$ cat config.mk
export PLATFORM = sky130hd
export DESIGN_NAME = split_desc
export DESIGN_NICKNAME = d
export VERILOG_FILES = /design/src/inc/split_desc_pkg.sv /design/src/hdl/split_desc.sv
export SDC_FILE = /design/constraint.sdc
export NUM_CORES = 1
export LEC_CHECK = 0
export BUFFER_PORTS_ARGS = -buffer_cell sky130_fd_sc_hd__buf_2
export CORE_UTILIZATION = 41
export DETAILED_ROUTE_END_ITERATION = 6
export GPL_ROUTABILITY_DRIVEN = 0
export PLACE_DENSITY_LB_ADDON = 0.05
export SLEW_MARGIN = 20
export SYNTH_ARGS = -nofsm -noshare
export SYNTH_HDL_FRONTEND = slang
export SYNTH_SLANG_ARGS = --single-unit
$ cat constraint.sdc
create_clock -name clk_i -period 8.64 [get_ports clk_i]
set_input_delay 0.432 -clock clk_i [delete_from_list [all_inputs] [get_ports clk_i]]
set_output_delay 0.432 -clock clk_i [all_outputs]
set_load 0.1 [all_outputs]
$ cat src/inc/split_desc_pkg.sv
// Purpose: Shared constants and types for the interrupt split descriptor.
// Assumes: 32-bit register port, byte addresses on word boundaries.
// Notes: Descriptor words are held as four 32-bit registers.
package split_desc_pkg;
    // Register byte offsets
    localparam logic [7:0] OFF_W0 = 8'h00;
    localparam logic [7:0] OFF_W1 = 8'h04;
    localparam logic [7:0] OFF_W2 = 8'h08;
    localparam logic [7:0] OFF_W3 = 8'h0c;
    localparam logic [7:0] OFF_STATUS = 8'h10;
    localparam logic [7:0] OFF_IRQ_EN = 8'h14;
    localparam logic [7:0] OFF_IRQ_CLR = 8'h18;
    localparam logic [7:0] OFF_PROGRESS = 8'h1c;
    // Writable bits; reserved bits store and read as zero
    localparam logic [31:0] W0_MASK = 32'h9fff_fff9;
    localparam logic [31:0] W1_MASK = 32'h0000_7fff;
    localparam logic [31:0] W2_MASK = 32'h0000_00ff;
    localparam logic [31:0] W3_MASK = 32'hffff_0000;
    // Field positions inside their word
    localparam int ACTIVE_POS = 0;
    localparam int LEN_POS = 3;
    localparam int MPS_POS = 18;
    localparam int EP_LSB_POS = 31;
    localparam int EP_HI_POS = 0;
    localparam int FID_POS = 3;
    localparam int TOKEN_POS = 10;
    localparam int KIND_POS = 12;
    localparam int SPLIT_POS = 14;
    localparam int RATE_POS = 3;
    localparam int SPEED_POS = 16;
    localparam int PORT_POS = 18;
    localparam int HUB_POS = 25;
    // Encodings and limits
    localparam logic [1:0] KIND_INTERRUPT = 2'h3;
    localparam logic [1:0] TOKEN_OUT = 2'h0;
    localparam logic [1:0] TOKEN_IN = 2'h1;
    localparam logic [10:0] FS_MAX_PAYLOAD = 11'h040;
    localparam logic [14:0] MAX_TOTAL = 15'h1000;
    // Status bits and reset values
    localparam int EV_DONE = 0;
    localparam int EV_FATAL = 1;
    localparam logic [31:0] REG_RESET = 32'h0000_0000;
    localparam logic [1:0] EV_RESET = 2'h0;

    typedef enum {fsm_idle, fsm_issue, fsm_wait} fsm_t;

    typedef struct packed {
        logic split;
        logic complete;
        logic is_in;
        logic [6:0] function_id;
        logic [3:0] endpoint_number;
        logic [6:0] hub_id;
        logic [6:0] hub_port_index;
        logic [1:0] speed_endpoint_code;
        logic [10:0] length;
    } token_t;
endpackage

$ cat src/hdl/split_desc.sv
// Purpose: Holds one interrupt transfer descriptor and runs its polling,
//          token and split sequence toward the USB side.
// Assumes: All inputs come from logic on clk_i; uframe_tick_i pulses once
//          per 125 us microframe.
// Notes: One descriptor; status bits raise a level interrupt.
//
// Overview of operation
// - Split flag 0: plain transaction; 1: start split then complete split.
// - Endpoint kind must be interrupt; token 00 sends OUT, 01 sends IN.
// - Seven-bit function id is the address of every token.
// - Endpoint number: three high bits from upper word, low bit from lower.
// - Each packet is capped at max payload; split endpoints allow 64 bytes.
// - Transfer length gives total bytes; total must stay within 4 kB.
// - Active flag clears after the whole descriptor or on a fatal error.
// - Speed code 10 addresses low-speed, 00 full-speed, for splits.
// - Rate field b gives a period of two to b minus one microframes.
// - Splits carry the hub id and hub port index from the descriptor.
//
// The register offsets and strobed register access are this design's own decisions.
`timescale 1ns/1ps
module split_desc
    import split_desc_pkg::*;
#(
    parameter int UF_CNT_W = 16
) (
    // Clock and reset
    input wire logic clk_i,
    input wire logic rst_n_i,
    // Register port
    input wire logic [7:0] addr_i,
    input wire logic [31:0] wdata_i,
    input wire logic wr_i,
    input wire logic rd_i,
    output logic [31:0] rdata_o,
    // USB transaction side
    input wire logic uframe_tick_i,
    output token_t tok_o,
    output logic tok_valid_o,
    input wire logic tok_ack_i,
    input wire logic xfer_done_i,
    input wire logic [10:0] xfer_bytes_i,
    input wire logic xfer_fatal_i,
    // Interrupt
    output logic irq_o
);
    if (UF_CNT_W < 8) begin : g_chk
        $error("UF_CNT_W too small for a 32 ms period");
    end

    // Period mask, b = highest set bit + 5; empty pattern means b = 4
    function automatic logic [7:0] poll_mask(input logic [4:0] rate);
        logic [7:0] m;
        m = 8'h07;
        if (rate[4]) begin
            m = 8'hff;
        end else if (rate[3]) begin
            m = 8'h7f;
        end else if (rate[2]) begin
            m = 8'h3f;
        end else if (rate[1]) begin
            m = 8'h1f;
        end else if (rate[0]) begin
            m = 8'h0f;
        end
        return m;
    endfunction

    logic [31:0] w0, w1, w2, w3;
    logic [1:0] status, irq_en;
    logic [14:0] remaining;
    logic [UF_CNT_W-1:0] uf_cnt;
    fsm_t state;

    // Decoded descriptor fields
    wire logic active = w0[ACTIVE_POS];
    wire logic [14:0] len_f = w0[LEN_POS +: 15];
    wire logic [10:0] mps_f = w0[MPS_POS +: 11];
    wire logic [3:0] ep_f = {w1[EP_HI_POS +: 3], w0[EP_LSB_POS]};
    wire logic [6:0] fid_f = w1[FID_POS +: 7];
    wire logic [1:0] token_f = w1[TOKEN_POS +: 2];
    wire logic [1:0] kind_f = w1[KIND_POS +: 2];
    wire logic split_f = w1[SPLIT_POS];
    wire logic [4:0] rate_f = w2[RATE_POS +: 5];
    wire logic [1:0] speed_f = w3[SPEED_POS +: 2];
    wire logic [6:0] port_f = w3[PORT_POS +: 7];
    wire logic [6:0] hub_f = w3[HUB_POS +: 7];

    // Register decode
    wire logic wr_w0 = wr_i && addr_i == OFF_W0;
    wire logic wr_w1 = wr_i && addr_i == OFF_W1;
    wire logic wr_w2 = wr_i && addr_i == OFF_W2;
    wire logic wr_w3 = wr_i && addr_i == OFF_W3;
    wire logic wr_en = wr_i && addr_i == OFF_IRQ_EN;
    wire logic wr_clr = wr_i && addr_i == OFF_IRQ_CLR;
    wire logic sw_set = wr_w0 && wdata_i[ACTIVE_POS];

    // Polling: a descriptor is due on a microframe matching its period
    wire logic [7:0] pmask = poll_mask(rate_f);
    wire logic poll_hit = uframe_tick_i &&
        ((uf_cnt[7:0] & pmask) == 8'h00);
    wire logic start = state == fsm_idle && active && poll_hit;

    // Oversized or wrong-kind descriptors are fatal, never run
    wire logic legal = kind_f == KIND_INTERRUPT &&
        (token_f == TOKEN_OUT || token_f == TOKEN_IN) &&
        len_f <= MAX_TOTAL &&
        (!split_f || mps_f <= FS_MAX_PAYLOAD);
    wire logic [10:0] pkt_len = ({4'h0, mps_f} < remaining) ?
        mps_f : remaining[10:0];
    wire logic in_wait = state == fsm_wait;
    wire logic sspl_done = in_wait && xfer_done_i && tok_o.split &&
        !tok_o.complete;
    wire logic data_done = in_wait && xfer_done_i && !sspl_done;
    wire logic [14:0] moved = {4'h0, xfer_bytes_i};
    wire logic [14:0] left = (moved >= remaining) ? 15'h0000 :
        15'(remaining - moved);
    // A short packet also ends the descriptor
    wire logic finish = data_done &&
        (left == 15'h0000 || xfer_bytes_i < tok_o.length);
    wire logic fatal = (start && !legal) || (in_wait && xfer_fatal_i);
    wire logic hw_clr = finish || fatal;
    wire logic [1:0] events = {fatal, finish};

    // Set wins over every clear
    wire logic next_active = sw_set ? 1'b1 :
        hw_clr ? 1'b0 :
        wr_w0 ? wdata_i[ACTIVE_POS] : active;
    wire logic [1:0] next_status = events |
        (wr_clr ? (status & ~wdata_i[1:0]) : status);
    wire logic [1:0] next_irq_en = wr_en ? wdata_i[1:0] : irq_en;

    wire logic [31:0] rd_mux =
        addr_i == OFF_W0 ? w0 :
        addr_i == OFF_W1 ? w1 :
        addr_i == OFF_W2 ? w2 :
        addr_i == OFF_W3 ? w3 :
        addr_i == OFF_STATUS ? {30'h0, status} :
        addr_i == OFF_IRQ_EN ? {30'h0, irq_en} :
        addr_i == OFF_PROGRESS ? {15'h0, tok_valid_o, 1'b0, remaining} :
        32'h0000_0000;

    // Descriptor words; reserved bits are dropped on write
    always_ff @(posedge clk_i) begin
        if (!rst_n_i) begin
            w0 <= REG_RESET;
            w1 <= REG_RESET;
            w2 <= REG_RESET;
            w3 <= REG_RESET;
        end else begin
            if (wr_w0) begin
                w0 <= wdata_i & W0_MASK;
            end
            w0[ACTIVE_POS] <= next_active;
            if (wr_w1) begin
                w1 <= wdata_i & W1_MASK;
            end
            if (wr_w2) begin
                w2 <= wdata_i & W2_MASK;
            end
            if (wr_w3) begin
                w3 <= wdata_i & W3_MASK;
            end
        end
    end

    always_ff @(posedge clk_i) begin
        if (!rst_n_i) begin
            status <= EV_RESET;
            irq_en <= EV_RESET;
            irq_o <= 1'b0;
            rdata_o <= REG_RESET;
            uf_cnt <= '0;
        end else begin
            status <= next_status;
            irq_en <= next_irq_en;
            irq_o <= |(next_status & next_irq_en);
            rdata_o <= rd_i ? rd_mux : 32'h0000_0000;
            uf_cnt <= uf_cnt + UF_CNT_W'(uframe_tick_i);
        end
    end

    // Remaining byte count; reloaded whenever software arms the descriptor
    always_ff @(posedge clk_i) begin
        if (!rst_n_i) begin
            remaining <= 15'h0000;
        end else if (sw_set) begin
            remaining <= wdata_i[LEN_POS +: 15];
        end else if (data_done) begin
            remaining <= left;
        end
    end

    // Transaction sequencer
    always_ff @(posedge clk_i) begin
        if (!rst_n_i) begin
            state <= fsm_idle;
            tok_valid_o <= 1'b0;
            tok_o <= '0;
        end else begin
            case (state)
                fsm_idle: begin
                    if (start && legal) begin
                        tok_o.split <= split_f;
                        tok_o.complete <= 1'b0;
                        tok_o.is_in <= token_f == TOKEN_IN;
                        tok_o.function_id <= fid_f;
                        tok_o.endpoint_number <= ep_f;
                        tok_o.hub_id <= hub_f;
                        tok_o.hub_port_index <= port_f;
                        tok_o.speed_endpoint_code <= speed_f;
                        tok_o.length <= pkt_len;
                        tok_valid_o <= 1'b1;
                        state <= fsm_issue;
                    end
                end
                fsm_issue: begin
                    if (tok_ack_i) begin
                        tok_valid_o <= 1'b0;
                        state <= fsm_wait;
                    end
                end
                fsm_wait: begin
                    if (xfer_fatal_i) begin
                        state <= fsm_idle;
                    end else if (sspl_done) begin
                        tok_o.complete <= 1'b1;
                        tok_valid_o <= 1'b1;
                        state <= fsm_issue;
                    end else if (xfer_done_i) begin
                        state <= fsm_idle;
                    end
                end
                default: begin
                    state <= fsm_idle;
                end
            endcase
        end
    end
endmodule

; ---- Yosys cells after proc, flatten, opt, wreduce, memory -nomap -nowiden
; Index checks and enable logic that the tools add are counted.
[totals]
reg_bits = 209
output_inout_bits = 75
[op_classes]
addsub = 2
mux = 34
bitwise = 6
eq_ne = 17
n_reduce_logical = 48
n_lt_le_gt_ge = 5
[op_table]
columns = operator, count
row1 = 32-bit two-way mux, 9
row2 = 32-bit case mux with 3 select lines, 1
row3 = 32-bit zero test, 2
row4 = 17-bit two-way mux, 3
row5 = 15-bit two-way mux, 3
row6 = 40-bit two-way mux, 1
row7 = "32-bit by 1-bit == test with 1-bit output, second input constant", 1
row8 = "32-bit by 2-bit == test with 1-bit output, second input constant", 1
row9 = "32-bit by 3-bit == test with 1-bit output, second input constant", 1
row10 = "8-bit by 5-bit == test with 1-bit output, second input constant", 4
row11 = 1-bit logical AND, 21
row12 = 16-bit by 1-bit adder with 16-bit output, 1
row13 = "8-bit by 4-bit == test with 1-bit output, second input constant", 2
row14 = 8-bit zero test, 2
row15 = 8-bit two-way mux, 2
row16 = 11-bit by 15-bit >= comparator with 1-bit output, 1
row17 = "15-bit by 13-bit less-or-equal comparator with 1-bit output, second input constant", 1
row18 = 15-bit zero test, 1
row19 = 11-bit by 15-bit less-than comparator with 1-bit output, 1
row20 = 15-bit by 11-bit subtractor with 15-bit output, 1
row21 = "11-bit by 7-bit less-or-equal comparator with 1-bit output, second input constant", 1
row22 = 11-bit less-than comparator, 1
row23 = 11-bit two-way mux, 1
row24 = 8-bit AND, 1
row25 = other kinds (27), 49

; ---- Logic depth before layout (Yosys ltp)
[depth]
ltp_word = 14
depth_mapped = 12

; ---- Worst setup path before layout
; OpenSTA, ideal clock, no wires.
[synth_timing]
path_kind = input to register
from = input xfer_bytes_i[0]
to = register w0[0]
required_time_ps = 8520
stages = 11
path_buffers = 0
setup_time_ps = 120
slack_ps = 5722
t_arrival_ps = 2798
cell_sequence = ha_1 -> inv_1 -> fa_1 -> xnor2_1 -> nand3b_1 -> or4_1 -> a22oi_1 -> nand4_1 -> a2111oi_4 -> a2111oi_2 -> a211o_1
[synth_via]
elab_chain_cells = 8
elab_cells_between_ends = 11
[synth_rtl]
columns = element, line
row1 = start: declaration, split_desc.sv:41  ; input wire logic [10:0] xfer_bytes_i,
row2 = 15-bit by 11-bit subtractor with 15-bit output or 11-bit by 15-bit >= comparator with 1-bit output (tied branches), "split_desc.sv:116, split_desc.sv:115"
row3 = 15-bit two-way mux, split_desc.sv:115  ; wire logic [14:0] left = (moved >= remaining) ? 15'h0000 :
row4 = 15-bit zero test, split_desc.sv:119  ; (left == 15'h0000 || xfer_bytes_i < tok_o.length);
row5 = 1-bit logical OR (*), split_desc.sv:119
row6 = 1-bit logical AND (*), split_desc.sv:118  ; wire logic finish = data_done &&
row7 = 1-bit logical OR (*), split_desc.sv:121  ; wire logic hw_clr = finish || fatal;
row8 = 1-bit two-way mux, split_desc.sv:126  ; hw_clr ? 1'b0 :
row9 = 1-bit two-way mux, split_desc.sv:125  ; wire logic next_active = sw_set ? 1'b1 :
row10 = end signal: assignment, split_desc.sv:151  ; w0 <= wdata_i & W0_MASK;
row11 = end signal: indexed assignment, split_desc.sv:153  ; w0[ACTIVE_POS] <= next_active;
row12 = end: declaration, split_desc.sv:68  ; logic [31:0] w0, w1, w2, w3;
; Every way passes the cells marked *; elsewhere a longest branch is shown, timed or not.
; A chain may end at the register's enable or synchronous reset.

; ---- Worst setup path in the final report
[layout_timing]
from = register remaining[4]
to = register remaining[3]
[layout_via]
elab_chain_cells = 4
[layout_rtl]
columns = element, line
row1 = start: declaration, split_desc.sv:70  ; logic [14:0] remaining;
row2 = start signal: assignment, split_desc.sv:187  ; remaining <= wdata_i[LEN_POS +: 15];
row3 = start signal: assignment, split_desc.sv:189  ; remaining <= left;
row4 = 11-bit by 15-bit >= comparator with 1-bit output, split_desc.sv:115
row5 = 15-bit two-way mux, split_desc.sv:115
row6 = 15-bit two-way mux, split_desc.sv:188  ; end else if (data_done) begin
row7 = 15-bit two-way mux, split_desc.sv:186  ; end else if (sw_set) begin
; Every way passes these cells. The select of a mux whose other input is x is not followed.

==> impl_metrics.sql <==
INSERT INTO impl_metrics (metric_group, metric, value, unit) VALUES
('outcome', 'outcome', 'finished clean', ''),
('layout', 'areaGrowthSynthToFinish', '17.7', '%'),
('clocking', 'post_cts.resized_instances', '0', ''),
('clocking', 'cts_hold_repair.buffers', '0', ''),
('clocking', 'clock_tree.htree_level_count', '4', ''),
('routing', 'vias', '7365', ''),
('sta', 'final-max-slew-violation-count', '0', ''),
('sta', 'clock-skew-final', '0.0165', 'ns'),
('power', 'static-leakage-power', '3.56', 'nW'),
('floorplan', 'fp.dieH', '141', 'µm'),
('global_routing', 'first_global_vias', '6846', ''),
('routing', 'drt_first_iter_violations', '505', ''),
('layout', 'final_net_count', '1181', ''),
('setup_path', 'crit_arrival', '3.64', 'ns'),
('min_path', 'min_delay_path_class', 'input pin to flop', ''),
('floorplan', 'core-area', '18800', 'µm²'),
('clocking', 'clk_latency', '0.44', 'ns'),
('floorplan', 'io-pin-count', '134', ''),
('setup_path', 'timing.critical_path.fanout_max', '9', ''),
('clocking', 'clk_pin_slew_worst_paths', '0.07', 'ns'),
('synthesis', 'yosys.cell_types.count', '70', ''),
('layout', 'antenna-diode-count', '0', ''),
('setup_path', 'setup.worst_path.end_class', 'flop', ''),
('sta', 'worst_slew_margin_relative_to_its_limit', '0.289', ''),
('setup_path', 'timing_worst_setup_path_type', 'flop to flop', ''),
('layout', 'most-common-layout-cells', '224 x sky130_fd_sc_hd__nand2_1, 171 x sky130_fd_sc_hd__dfxtp_1, 144 x sky130_fd_sc_hd__a21oi_1, 133 x sky130_fd_sc_hd__buf_2, 53 x sky130_fd_sc_hd__o21ai_0', ''),
('clocking', 'cts_buffer_depth', '2', ''),
('job', 'cap_violations', '0', ''),
('synthesis', 'prevailing_post_synth_register_cell', 'sky130_fd_sc_hd__dfxtp_1', ''),
('setup_path', 'worstReg2RegStart', 'remaining[4]', ''),
('sta', 'grt_setup_unrepaired', 'false', ''),
('synthesis', 'synth.ff_latch_count', '171', ''),
('clocking', 'clkSinkCount', '171', ''),
('synthesis', 'synthesis.area', '7940', 'µm²'),
('min_path', 'hp-start', 'wdata_i[29]', ''),
('floorplan', 'die_w', '141', 'µm'),
('routing', 'total_detailed_routing_wirelength', '25100', 'µm'),
('global_routing', 'overflow', '0', ''),
('global_routing', 'grt.met1_usage', '0.349', ''),
('synthesis', 'synth-warning-count', '0', ''),
('global_routing', 'grt_most_used_layer', 'met2', ''),
('routing', 'detail_route.vias_per_cell', '5.41', ''),
('setup_path', 'critPathLaunch', 'remaining[4]', ''),
('global_routing', 'antenna_found_initial', '0', ''),
('routing', 'drt_drc_violations_left', '0', ''),
('power', 'ir_drop', '0.127', 'mV'),
('synthesis', 'asyncSetResetFlopFracSynth', '0', ''),
('global_routing', 'globalRouteMet2Util', '0.403', ''),
('sta', 'timing.final.hold_violations', '0', ''),
('routing', 'drt_first_pass_iters', '5', ''),
('sta', 'final.min_clock_period', '3.32', 'ns'),
('sta', 'transition_time_at_the_pin_with_the_least_slew_margin', '1.06', 'ns'),
('clocking', 'tritoncts_clock_tree', 'built', ''),
('global_routing', 'grt_start_max_net_pins', '82', ''),
('clocking', 'clock-root-buffer', 'sky130_fd_sc_hd__clkbuf_16', ''),
('floorplan', 'floorplan.rows', '50', ''),
('sta', 'final-setup-viol-count', '0', ''),
('layout', 'register_area', '3420', 'µm²'),
('layout', 'commonest_non_fill_non_tap_cell_in_the_layout', 'sky130_fd_sc_hd__nand2_1', ''),
('setup_path', 'cp-start-kind', 'flop', ''),
('global_routing', 'global_route.usage.met3', '0.0428', ''),
('clocking', 'cts_made_buffers', '17', ''),
('routing', 'drt-wirelength-per-cell', '18.4', 'µm'),
('synthesis', 'ys_seq_area_frac', '0.431', ''),
('placed_design', 'instance_area_after_placement', '8740', 'µm²'),
('layout', 'layout.cell_area.non_filler', '9340', 'µm²'),
('setup_path', 'worst_ep_required_time', '8.96', 'ns'),
('synthesis', 'synth.avg_cell_area', '8.04', 'µm²'),
('routing', 'detail_route_antenna_nets', '0', ''),
('sta', 'layout_worst_path_cycle_share', '0.385', ''),
('synthesis', 'synth-edff-count', '0', '');
## routing by layer
| metal | part of all wire | up-vias |
|---|---|---|
| li1 | - | 3649 |
| met1 | 0.47 | 3443 |
| met2 | 0.45 | 233 |
| met3 | 0.051 | 40 |
| met4 | 0.025 | 0 |
| met5 | 0 | - |
## worst max-delay path: stages (launching register included)
cell	delay, ns
sky130_fd_sc_hd__dfxtp_1	0.57
sky130_fd_sc_hd__ha_1	0.37
sky130_fd_sc_hd__a21oi_1	0.20
sky130_fd_sc_hd__and2_1	0.17
sky130_fd_sc_hd__a21oi_1	0.14
sky130_fd_sc_hd__o41ai_2	0.64
sky130_fd_sc_hd__o21a_1	0.44
sky130_fd_sc_hd__nor2_1	0.22
sky130_fd_sc_hd__a221oi_1	0.37
sky130_fd_sc_hd__nor2_1	0.08
## registers in the layout, indices dropped and copies added, names as in the netlist
signal	flops
tok_valid_o	1
irq_o	1
w0	28
rdata_o	32
remaining	15
w1	15
tok_o	41
state	2
status	2
w2	8
w3	16
irq_en	2
uf_cnt	8
## metrics by stage
step / std cells / hold slack, ns / setup WS (ns) / power [W]
after floorplan: 987 / 0.436 / 5.72 / 0.000849
after global placement: 1329 / 0.441 / 5.14 / 0.000884
after detailed placement: 1329 / 0.442 / 5.11 / 0.000884
after CTS: 1361 / 0.212 / 5.39 / 0.00164
after global routing: 1361 / 0.237 / 5.09 / 0.00168
final: 1361 / 0.229 / 5.32 / 0.00163
## cell families after synthesis
family	synth area share
simple gates	0.210
compound gates	0.221
flops	0.431
buf+inv	0.0495
fa+ha+maj	0.0545
mux	0.0205
xor+xnor	0.0132
## worst paths after layout
path,endpoint,slack (ns),depth (start not counted)
worst min-delay path,w3[29],0.23,3
worst min register to register,tok_o[17],0.45,2
worst max-delay path,remaining[3],5.32,9
worst max register to register,remaining[3],5.32,9
## Yosys cell counts, types with 16 or more instances
master | number | area (µm²)
sky130_fd_sc_hd__nor2_1 | 42 | 158
sky130_fd_sc_hd__a22o_1 | 16 | 140
sky130_fd_sc_hd__a21oi_1 | 144 | 721
sky130_fd_sc_hd__nand2_1 | 224 | 841
sky130_fd_sc_hd__inv_1 | 39 | 146
sky130_fd_sc_hd__dfxtp_1 | 171 | 3420
sky130_fd_sc_hd__o21ai_0 | 53 | 265
sky130_fd_sc_hd__clkbuf_1 | 38 | 143
sky130_fd_sc_hd__ha_1 | 33 | 413
sky130_fd_sc_hd__nand3_1 | 24 | 120
## report_power, final
group,internal [W],total [W],switching (W)
clock,0.000393,0.000761,0.000368
sequential,0.000789,0.000790,0.00000121
combinational,0.0000257,0.0000766,0.0000509
total,0.00121,0.00163,0.000420
## cell type report
type | instances | share of cell area
multi-input cells | 719 | 0.443
flip-flops and latches | 171 | 0.366
repair buffers | 139 | 0.0761
clock buffers | 18 | 0.0470
well taps | 260 | 0.0348
clock inverters | 14 | 0.0167
inverters | 40 | 0.0162
No activity file was read; power rests on OpenSTA's default activity.
